**config.mk**
```make
export PLATFORM = sky130hd
export DESIGN_NAME = mem_monitor_flat
export DESIGN_NICKNAME = d
export VERILOG_FILES = /design/src/include/mem_monitor_pkg.sv /design/src/include/mem_ring_if.sv /design/src/hdl/mem_monitor.sv /design/src/flat_wrapper.sv
export SDC_FILE = /design/constraint.sdc
export NUM_CORES = 1
export LEC_CHECK = 0
export BUFFER_PORTS_ARGS = -buffer_cell sky130_fd_sc_hd__buf_4
export CORE_MARGIN = 2
export CORE_UTILIZATION = 25
export DETAILED_ROUTE_END_ITERATION = 10
export PLACE_DENSITY = 0.54
export SETUP_SLACK_MARGIN = 0.5
export SLEW_MARGIN = 15
export SYNTH_ARGS = -nofsm -noshare
export SYNTH_HDL_FRONTEND = slang
export SYNTH_SLANG_ARGS = --single-unit
```
**constraint.sdc**
```tcl
create_clock -name pclk -period 3.33 [get_ports pclk]
set_clock_uncertainty 0.15 [all_clocks]
set_input_delay 0.4995 -clock pclk [delete_from_list [all_inputs] [get_ports pclk]]
set_output_delay 0.4995 -clock pclk [all_outputs]
set_load 0.01 [all_outputs]
```
**src/include/mem_monitor_pkg.sv**
```systemverilog
// shared constants and types for the memory soft-error monitor
package mem_monitor_pkg;
  localparam int unsigned NUM_MEMS       = 4;
  localparam int unsigned IDX_W          = 8;
  localparam int unsigned ADDR_W         = 16;
  // apb register offsets
  localparam logic [7:0] CTRL_OFF        = 8'h00;
  localparam logic [7:0] STAT_OFF        = 8'h04;
  localparam logic [7:0] INFO_OFF        = 8'h08;
  localparam logic [7:0] IDX_OFF         = 8'h0C;
  localparam logic [7:0] DIV_OFF         = 8'h10;
  localparam logic [7:0] RING_OFF        = 8'h14;
  // control fields
  localparam int unsigned CTRL_ACTIVATE  = 0;
  // status fields
  localparam int unsigned STAT_IDLE      = 0;
  localparam int unsigned STAT_DETECT    = 1;
  localparam int unsigned STAT_LISTEN    = 2;
  localparam int unsigned STAT_BUSY      = 3;
  localparam int unsigned STAT_INDIC     = 4;
  // info fields: flags in low nibble, address above
  localparam int unsigned INFO_UNCOR     = 0;
  localparam int unsigned INFO_UNCOR_OVF = 1;
  localparam int unsigned INFO_COR       = 2;
  localparam int unsigned INFO_COR_OVF   = 3;
  localparam int unsigned INFO_ADDR_LSB  = 16;
  // divider: reset value slow, software programs it lower
  localparam logic [7:0] DIV_RESET       = 8'hFF;
  localparam logic [31:0] UNMAPPED_DATA  = 32'h0000_0000;
  // memory index of the pcie mac memory that the ring bit gates
  localparam int unsigned PCIE_MEM       = NUM_MEMS - 1;

  typedef enum logic [1:0] {
    CMD_NONE,
    CMD_CLEAR,
    CMD_POLL,
    CMD_FETCH
  } ring_cmd_e;
endpackage : mem_monitor_pkg

```
**src/include/mem_ring_if.sv**
```systemverilog
// link between the monitor and the per-memory detection wrappers
`timescale 1ns/1ps
interface mem_ring_if;
  logic                                        listen;
  mem_monitor_pkg::ring_cmd_e                  cmd;
  logic [mem_monitor_pkg::IDX_W-1:0]           cmd_idx;
  logic [mem_monitor_pkg::NUM_MEMS-1:0]        pending;
  logic [3:0]                                  rsp_flags;
  logic [mem_monitor_pkg::ADDR_W-1:0]          rsp_addr;

  modport monitor (output listen, output cmd, output cmd_idx,
                   input pending, input rsp_flags, input rsp_addr);
  modport memories (input listen, input cmd, input cmd_idx,
                    output pending, output rsp_flags, output rsp_addr);
endinterface : mem_ring_if

```
**src/hdl/mem_monitor.sv**
```systemverilog
// monitor end: idle/listen/detect state machine behind an apb register file
`timescale 1ns/1ps
module mem_monitor (
  // apb slave
  input  wire logic        pclk,
  input  wire logic        presetn,
  input  wire logic        psel,
  input  wire logic        penable,
  input  wire logic        pwrite,
  input  wire logic [7:0]  paddr,
  input  wire logic [31:0] pwdata,
  output logic      [31:0] prdata,
  output logic             pready,
  output logic             pslverr,
  // interrupt to the main controller
  output logic             integrity_interrupt,
  // link to the memories
  mem_ring_if.monitor      ring
);
  typedef enum logic [1:0] {ST_IDLE, ST_LISTEN, ST_DETECT} mon_state_e;

  mon_state_e                          state_reg, state_next;
  mon_state_e                          target_reg, target_next;
  logic                                busy_reg, busy_next;
  logic                                first_reg, first_next;
  logic                                indic_reg, indic_next;
  logic [7:0]                          div_reg, div_next;
  logic [7:0]                          cnt_reg, cnt_next;
  logic                                ring_en_reg, ring_en_next;
  logic [3:0]                          info_flags_reg, info_flags_next;
  logic [mem_monitor_pkg::ADDR_W-1:0]  info_addr_reg, info_addr_next;
  logic [mem_monitor_pkg::IDX_W-1:0]   idx_reg, idx_next;
  logic [31:0]                         prdata_reg, prdata_next;
  logic                                pready_reg, pready_next;
  logic                                pslverr_reg, pslverr_next;
  logic                                irq_reg, irq_next;
  logic                                listen_reg, listen_next;
  mem_monitor_pkg::ring_cmd_e          cmd_reg, cmd_next;
  logic [mem_monitor_pkg::IDX_W-1:0]   cmd_idx_reg, cmd_idx_next;
  logic [mem_monitor_pkg::NUM_MEMS-1:0] seen;
  logic [mem_monitor_pkg::NUM_MEMS-1:0] rest;
  logic                                any_pending;
  logic [mem_monitor_pkg::IDX_W-1:0]   first_idx;
  logic                                wr_setup, rd_setup, act_wr;

  // pcie mac memory is masked unless its ring bit is set
  always_comb begin
    seen = ring.pending;
    seen[mem_monitor_pkg::PCIE_MEM] = ring.pending[mem_monitor_pkg::PCIE_MEM] & ring_en_reg;
    // the slot fetched on leaving detect is still pending here but must not count
    rest = seen;
    if (state_reg == ST_DETECT) begin
      rest[idx_reg[1:0]] = 1'b0;
    end
  end

  // lowest pending memory is read out first
  function automatic logic [mem_monitor_pkg::IDX_W-1:0] lowest(
    input logic [mem_monitor_pkg::NUM_MEMS-1:0] v);
    lowest = '0;
    for (int i = mem_monitor_pkg::NUM_MEMS - 1; i >= 0; i--) begin
      if (v[i]) begin
        lowest = mem_monitor_pkg::IDX_W'(i);
      end
    end
  endfunction : lowest

  assign any_pending = |seen;
  assign first_idx   = lowest(seen);
  // registers answer in the first access cycle, so setup marks the single act
  assign wr_setup    = psel && !penable && pwrite;
  assign rd_setup    = psel && !penable && !pwrite;
  assign act_wr      = wr_setup && paddr == mem_monitor_pkg::CTRL_OFF &&
                       pwdata[mem_monitor_pkg::CTRL_ACTIVATE];

  // state machine and transitions
  always_comb begin
    state_next      = state_reg;
    target_next     = target_reg;
    busy_next       = busy_reg;
    first_next      = first_reg;
    indic_next      = indic_reg;
    cnt_next        = cnt_reg;
    info_flags_next = info_flags_reg;
    info_addr_next  = info_addr_reg;
    idx_next        = idx_reg;
    cmd_next        = mem_monitor_pkg::CMD_NONE;
    cmd_idx_next    = cmd_idx_reg;
    listen_next     = state_reg == ST_LISTEN;
    // activate writes while busy are ignored: one write, one advance
    if (act_wr && !busy_reg) begin
      busy_next = 1'b1;
      cnt_next  = div_reg;
      if (first_reg) begin
        target_next = ST_LISTEN;
        cmd_next    = mem_monitor_pkg::CMD_CLEAR;
        first_next  = 1'b0;
      end else if (state_reg == ST_LISTEN) begin
        target_next = ST_IDLE;
      end else if (|rest) begin
        target_next = ST_DETECT;
      end else begin
        target_next = ST_LISTEN;
      end
      if (state_reg == ST_DETECT) begin
        cmd_next     = mem_monitor_pkg::CMD_FETCH;
        cmd_idx_next = idx_reg;
      end
    end else if (busy_reg) begin
      // transition paced by the speed divider
      if (cnt_reg != 8'h00) begin
        cnt_next = cnt_reg - 8'h01;
      end else begin
        busy_next  = 1'b0;
        state_next = target_reg;
        if (target_reg == ST_DETECT) begin
          idx_next        = first_idx;
          info_flags_next = ring.rsp_flags;
          info_addr_next  = ring.rsp_addr;
        end
      end
    end
    // readout address for the detect capture
    if (busy_reg && target_reg == ST_DETECT) begin
      cmd_idx_next = first_idx;
    end
    // indication flag in listen, set beats clear
    if (state_reg == ST_LISTEN && any_pending) begin
      indic_next = 1'b1;
    end else if (wr_setup && paddr == mem_monitor_pkg::STAT_OFF &&
                 pwdata[mem_monitor_pkg::STAT_INDIC]) begin
      indic_next = 1'b0;
    end
  end

  // apb register file
  always_comb begin
    div_next     = div_reg;
    ring_en_next = ring_en_reg;
    prdata_next  = prdata_reg;
    pready_next  = psel && !penable;
    pslverr_next = 1'b0;
    irq_next     = indic_next;
    if (wr_setup) begin
      unique case (paddr)
        mem_monitor_pkg::DIV_OFF:  div_next     = pwdata[7:0];
        mem_monitor_pkg::RING_OFF: ring_en_next = pwdata[0];
        mem_monitor_pkg::CTRL_OFF,
        mem_monitor_pkg::STAT_OFF: ;
        default:                   pslverr_next = 1'b1;
      endcase
    end
    if (rd_setup) begin
      prdata_next = mem_monitor_pkg::UNMAPPED_DATA;
      unique case (paddr)
        mem_monitor_pkg::CTRL_OFF:
          prdata_next[mem_monitor_pkg::CTRL_ACTIVATE] = busy_reg;
        mem_monitor_pkg::STAT_OFF: begin
          prdata_next[mem_monitor_pkg::STAT_IDLE]   = state_reg == ST_IDLE;
          prdata_next[mem_monitor_pkg::STAT_DETECT] = state_reg == ST_DETECT;
          prdata_next[mem_monitor_pkg::STAT_LISTEN] = state_reg == ST_LISTEN;
          prdata_next[mem_monitor_pkg::STAT_BUSY]   = busy_reg;
          prdata_next[mem_monitor_pkg::STAT_INDIC]  = indic_reg;
        end
        mem_monitor_pkg::INFO_OFF: begin
          prdata_next[3:0] = info_flags_reg;
          prdata_next[mem_monitor_pkg::INFO_ADDR_LSB +: mem_monitor_pkg::ADDR_W] = info_addr_reg;
        end
        mem_monitor_pkg::IDX_OFF:  prdata_next[mem_monitor_pkg::IDX_W-1:0] = idx_reg;
        mem_monitor_pkg::DIV_OFF:  prdata_next[7:0] = div_reg;
        mem_monitor_pkg::RING_OFF: prdata_next[0] = ring_en_reg;
        default:                   pslverr_next = 1'b1;
      endcase
    end
  end

  always_ff @(posedge pclk or negedge presetn) begin
    if (!presetn) begin
      state_reg      <= ST_IDLE;
      target_reg     <= ST_IDLE;
      busy_reg       <= 1'b0;
      first_reg      <= 1'b1;
      indic_reg      <= 1'b0;
      div_reg        <= mem_monitor_pkg::DIV_RESET;
      cnt_reg        <= 8'h00;
      ring_en_reg    <= 1'b0;
      info_flags_reg <= 4'h0;
      info_addr_reg  <= '0;
      idx_reg        <= '0;
      prdata_reg     <= 32'h0000_0000;
      pready_reg     <= 1'b0;
      pslverr_reg    <= 1'b0;
      irq_reg        <= 1'b0;
      listen_reg     <= 1'b0;
      cmd_reg        <= mem_monitor_pkg::CMD_NONE;
      cmd_idx_reg    <= '0;
    end else begin
      state_reg      <= state_next;
      target_reg     <= target_next;
      busy_reg       <= busy_next;
      first_reg      <= first_next;
      indic_reg      <= indic_next;
      div_reg        <= div_next;
      cnt_reg        <= cnt_next;
      ring_en_reg    <= ring_en_next;
      info_flags_reg <= info_flags_next;
      info_addr_reg  <= info_addr_next;
      idx_reg        <= idx_next;
      prdata_reg     <= prdata_next;
      pready_reg     <= pready_next;
      pslverr_reg    <= pslverr_next;
      irq_reg        <= irq_next;
      listen_reg     <= listen_next;
      cmd_reg        <= cmd_next;
      cmd_idx_reg    <= cmd_idx_next;
    end
  end

  assign prdata              = prdata_reg;
  assign pready              = pready_reg;
  assign pslverr             = pslverr_reg;
  assign integrity_interrupt = irq_reg;
  assign ring.listen         = listen_reg;
  assign ring.cmd            = cmd_reg;
  assign ring.cmd_idx        = cmd_idx_reg;
endmodule : mem_monitor

```
**src/flat_wrapper.sv**
```systemverilog
// flat-port wrapper written by rule: the top's interface ports become plain ports
module mem_monitor_flat 
  (pclk, presetn, psel, penable, pwrite, paddr, pwdata, prdata, pready, pslverr, integrity_interrupt, ring_listen, ring_cmd, ring_cmd_idx, ring_pending, ring_rsp_flags, ring_rsp_addr);
  mem_ring_if ring_i ();
  input  wire logic pclk;
  input  wire logic presetn;
  input  wire logic psel;
  input  wire logic penable;
  input  wire logic pwrite;
  input  wire logic [7:0] paddr;
  input  wire logic [31:0] pwdata;
  output logic      [31:0] prdata;
  output logic pready;
  output logic pslverr;
  output logic integrity_interrupt;
  output wire logic [$bits(ring_i.listen)-1:0] ring_listen;
  output wire logic [$bits(ring_i.cmd)-1:0] ring_cmd;
  output wire logic [$bits(ring_i.cmd_idx)-1:0] ring_cmd_idx;
  input wire logic [$bits(ring_i.pending)-1:0] ring_pending;
  input wire logic [$bits(ring_i.rsp_flags)-1:0] ring_rsp_flags;
  input wire logic [$bits(ring_i.rsp_addr)-1:0] ring_rsp_addr;
  assign ring_listen = ring_i.listen;
  assign ring_cmd = ring_i.cmd;
  assign ring_cmd_idx = ring_i.cmd_idx;
  assign ring_i.pending = ring_pending;
  assign ring_i.rsp_flags = ring_rsp_flags;
  assign ring_i.rsp_addr = ring_rsp_addr;
  mem_monitor u_core (.pclk(pclk), .presetn(presetn), .psel(psel), .penable(penable), .pwrite(pwrite), .paddr(paddr), .pwdata(pwdata), .prdata(prdata), .pready(pready), .pslverr(pslverr), .integrity_interrupt(integrity_interrupt), .ring(ring_i));
endmodule
```
# Word-level counts from Yosys, hierarchy flattened

Index checks and enable logic that the tools add are counted.

Shift operators: 0
Reductions and logical operators: 32
Muxes and demuxes: 33
$mul: 0
Eq/ne operators: 8
Divide/modulo/power cells: 0
Add/sub/neg operators: 1
$lt $le $gt $ge: 2
Bitwise logic cells: 5

Operators by type and width:

| kind                                             | number |
|---|---|
| two-way mux 8 bit                                | 6 |
| two-way mux 2 bit                                | 9 |
| == test 8 x 4 -> 1 bit, second input constant    | 2 |
| == test 8 x 5 -> 1 bit, second input constant    | 2 |
| two-way mux 16 bit                               | 1 |
| one-hot mux 3 bit (4 select lines)               | 1 |
| OR reduction 4 bit                               | 3 |
| logical AND 1 bit                                | 11 |
| two-way mux 1 bit                                | 11 |
| nonzero test 2 bit                               | 5 |
| == test 8 x 3 -> 1 bit, second input constant    | 1 |
| zero test 8 bit                                  | 1 |
| AND reduction 2 bit                              | 4 |
| nonzero test 8 bit                               | 1 |
| subtractor 8 x 1 -> 8 bit, second input constant | 1 |
| one-hot mux 1 bit (6 select lines)               | 1 |
| one-hot mux 3 bit (2 select lines)               | 1 |
| OR reduction 6 bit                               | 1 |
| bitwise AND 4 bit                                | 1 |
| == test 2 bit, second input constant             | 2 |
| two-way mux 4 bit                                | 1 |
| NOT 4 bit                                        | 1 |
| AND reduction 4 bit                              | 1 |
| zero test 1 bit                                  | 3 |
| 9 further kinds                                  | 10 |

Output and inout port bits: 46
Register bits after elaboration: 89
Logic and storage cells: 98
Bits in latches: 0
Memory bits (read-only): 0
Memory bits (writable): 0
Memories: 0

# Logic depth before layout (Yosys ltp)

Depth in word-level cells: 11
Gate-level depth with buffers: 7

# Least setup slack after synthesis

OpenSTA, ideal clock, no wires.

Path type: register to register
Start: register u_core.cnt_reg[0]
End: register u_core.idx_reg[1] (netlist name)
Path slack: 1.392 ns
Arrival time: 1.660 ns
Library setup time: 0.128 ns
Required time: 3.052 ns
Path buffers: 1
Cell stages (with the launch flop): 8
Cells stage by stage: dfrtp_1 > inv_1 > ha_1 > nor2b_1 > nand3_1 > nor2_2 > buf_4 > mux2_1

Longest elaborated chain between the ends: 3

Ends and longest elaborated chain:

| element                       | line               | RTL |
|---|---|---|
| start, declared               | mem_monitor.sv:28  | `logic [7:0] cnt_reg, cnt_next;` |
| start signal, assigned        | mem_monitor.sv:204 | `cnt_reg <= cnt_next;` |
| nonzero test 8 bit            | mem_monitor.sv:111 | `if (cnt_reg != 8'h00) begin` |
| NOT 1 bit (no line)           | n/a                |  |
| AND reduction 4 bit (no line) | n/a                |  |
| end signal, assigned          | mem_monitor.sv:208 | `idx_reg <= idx_next;` |
| end, declared                 | mem_monitor.sv:32  | `logic [mem_monitor_pkg::IDX_W-1:0] idx_reg, idx_next;` |

Every way passes these cells.
A chain may end at the register's enable or synchronous reset.

# Worst setup path after layout

Start: register u_core.cnt_reg[0]
End: register u_core.info_addr_reg[2] (netlist name)

Longest elaborated chain between the ends: 3

Ends and longest elaborated chain:

| element                       | line               | RTL |
|---|---|---|
| nonzero test 8 bit            | mem_monitor.sv:111 |  |
| NOT 1 bit (no line)           | n/a                |  |
| AND reduction 4 bit (no line) | n/a                |  |
| end signal, assigned          | mem_monitor.sv:207 | `info_addr_reg <= info_addr_next;` |
| end, declared                 | mem_monitor.sv:31  | `logic [mem_monitor_pkg::ADDR_W-1:0] info_addr_reg, info_addr_next;` |

Every way passes these cells.

==> key figures <==
Global route
  – First-pass GRT wire length: 14.45 mm
  – Vias in the first global route: 2885
  – Initial antenna violation count: 0
  – Pin count of the biggest net entering global routing: 78
  – Gr ovfl total: 0
  – GRT Total Usage: approximately 11%

Setup path
  – WP data arrival: between 2 and 2.5 ns
  – Slowest stage delay, CP: 0.42 ns
  – Flop2flop setup slack: 1.08 ns
  – Worst path cell trace: inv_1, ha_1, nor2b_1, nand3_1, nor2_2, buf_4, mux2_1
  – Worst R2R Path Depth: 7
  – CP max FO: 22
  – Crit path kind: reg2reg
  – Critical Path RT: between 3 and 4 ns
  – R2r endpoint: u_core.info_addr_reg[2]$_DFFE_PN0P_
  – Slowest CP cell: dfrtp_1
  – Crit end category: flip-flop
  – Setup crit start kind: flip-flop
  – Worst reg2reg path startpoint: u_core.cnt_reg[0]$_DFFE_PN0P_

Final layout
  – Final Non-Filler Cells: between 500 and 600
  – Fin util: 32.39%
  – Most frequent cells in the layout: buf_4 (79), dfrtp_1 (68), mux2_1 (27)
  – Max reg flops: 24
  – Commonest non-fill, non-tap cell in the layout: buf_4
  – Fill cell count: 1484
  – Layout cells sized above 1: approximately 31%
  – Final instance area: between 0.004 and 0.005 mm^2
  – Final net count: 462
  – Diodes inserted: 0
  – Area grow syn2layout: 27.14%

Clock tree
  – Clk slew on worst S/H paths: ~0.070 ns
  – Post-CTS Resized: 0
  – CTS Root Cell: clkbuf_16
  – Post-CTS setup buffer count: 0
  – Clock sinks: 77
  – Latest clock arrival within the worst-skew pair: 0.33 ns
  – Max clock buf depth: 2
  – CTS Hold Bufs: 0
  – TritonCTS clock tree: yes
  – Htree depth: 3
  – TritonCTS buffer count: 9

Placement
  – I/O Buffers: 76
  – Area after DPL: between 0.004 and 0.005 mm^2
  – Placed Instances: ~560
  – DP HPWL: 6.295 mm
  – Place WS: approximately 0.95 ns
  – RePlAce Congestion: ~0.75

Routing
  – Remaining DRCs: 0
  – Pre-Repair DR Iteration Count: 4
  – Via count: approximately 2800
  – Post-route ant nets: 0
  – DR iter-0 viols: between 100 and 150
  – Vias per cell: roughly 4.7
  – Routed wire length per instance: between 15 and 20 um
  – Final WL: 8.790 mm

Floorplanning
  – Ports: between 100 and 150
  – Die height: between 100 and 150 um
  – Die width: around 130 um
  – Die area: around 0.016 mm^2
  – Cell row count: 44
  – Core area: between 0.01 and 0.015 mm^2
  – Initial Utilization: around a quarter

Synth
  – Distinct cell type count after synthesis: 58
  – Post-synth EDFFs: 0
  – Post-synth ARST share: 100.0%
  – Top FF cell, synth: dfrtp_1
  – YS warnings: 0
  – Syn avg cell area: approximately 12 um^2
  – Synth Register Bits: between 70 and 80
  – Post-synthesis cell count: between 300 and 400
  – Seq/Total Area, Yosys: 52.54%
  – Mapped Area: 0.003689 mm^2

Timing
  – Fmax achieved: roughly 440 MHz
  – Final min period: 2.248 ns
  – Final WS setup: about 1.1 ns
  – Final Cycle Share: between 60 and 70%
  – RSZ-0062 raised after global routing: no
  – Hold Fails Final Rpt: 0
  – Worst hold margin: roughly 0.14 ns
  – Setup-failing EPs final: 0
  – Worst slew margin relative to its limit: between 30% and 40%
  – Worst Max-Slew Pin Slew: a little under 1 ns
  – Sum Neg Setup Slack: 0 ns
  – Max-slew violation count: 0

Power
  – Pwr dens: between 400 and 500 mW/mm^2
  – VDD IR max: roughly 0.21 mV
  – Total Power: about 2.3 mW
  – Static leakage: about 2.3 nW

Hold path
  – Worst min-delay path category: in2async

Status
  – Outcome: finished, final reports clean

Flow run
  – Max_cap viols: 0
## area by class of cell
| class | count | area [um^2] | share of cell area (%) |
|---|---|---|---|
| flip-flops and latches | 77 | 1938 | 41.33 |
| clock buffers | 10 | 229.0 | 4.883 |
| repair buffers | 79 | 593.1 | 12.65 |
| clock inverters | 6 | 72.57 | 1.547 |
| multi-input cells | 213 | 1585 | 33.80 |
| inverters | 11 | 41.29 | 0.8805 |
| well taps | 184 | 230.2 | 4.909 |
## report_power, final
| group | leakage [nW] | switching, mW | total, mW | internal [mW] |
|---|---|---|---|---|
| combinational | 1.12 | 0.145 | 0.257 | 0.111 |
| sequential | 1.01 | 0.0521 | 1.03 | 0.974 |
| clock | 0.143 | 0.397 | 0.984 | 0.587 |
## worst max-delay path by stage
stage | slack, ns | to | from | depth (start not counted)
floorplan | 1.39 | u_core.idx_reg[1]$_DFFE_PN0P_ | u_core.cnt_reg[0]$_DFFE_PN0P_ | 7
global placement | 0.94 | u_core.ring.cmd_idx[0]$_DFFE_PN0P_ | paddr[5] | 5
detailed placement | 0.95 | u_core.ring.cmd_idx[0]$_DFFE_PN0P_ | paddr[2] | 5
CTS | 1.07 | u_core.info_addr_reg[2]$_DFFE_PN0P_ | u_core.cnt_reg[0]$_DFFE_PN0P_ | 7
global route | 0.88 | u_core.cnt_reg[4]$_DFFE_PN0P_ | u_core.busy_reg$_DFF_PN0_ | 4
finish | 1.08 | u_core.info_addr_reg[2]$_DFFE_PN0P_ | u_core.cnt_reg[0]$_DFFE_PN0P_ | 7
## worst max-delay path: cells and delay by family, from the launching register on
family,cells,cell delay [ns]
and+or+nand+nor,3,0.58
muxes,1,0.36
adders and majority gates,1,0.18
buffers and inverters,2,0.42
DFF,1,0.42
## cell families after synthesis
| kind of cell | after synthesis | share of synthesized area [%] |
|---|---|---|
| buffers and inverters | 38 | 5.800 |
| DFF | 77 | 52.54 |
| muxes | 39 | 11.77 |
| adders and majority gates | 2 | 0.6783 |
| AOI/OAI and AO/OA | 63 | 13.74 |
| and+or+nand+nor | 95 | 15.37 |
| other | 1 | 0.1017 |
## routing by layer
layer	vias up	global-route usage [%]	routed length, um
li1	1287	-	-
met5	-	0	0
met2	89	19.68	4454
met3	6	4.151	589
met1	1370	13.43	3687
met4	0	2.810	59
## cell usage after synthesis, drive strengths merged (4+ instances only)
master | number | area share (%)
a22o | 19 | 4.5
nor2 | 18 | 1.9
nor3 | 7 | 1.7
inv | 11 | 1.1
a21oi | 5 | 0.68
nand4 | 6 | 1.2
dfstp | 9 | 6.4
dfrtp | 68 | 46
nand3 | 12 | 1.6
clkbuf | 4 | 0.41
a221oi | 6 | 1.4
nor2b | 4 | 0.68
buf | 23 | 4.3
mux2i | 4 | 1.1
o21ai | 13 | 1.8
nand2 | 19 | 2.0
mux2 | 35 | 11
nor4 | 6 | 1.4
(Power assumes the default switching activity.)
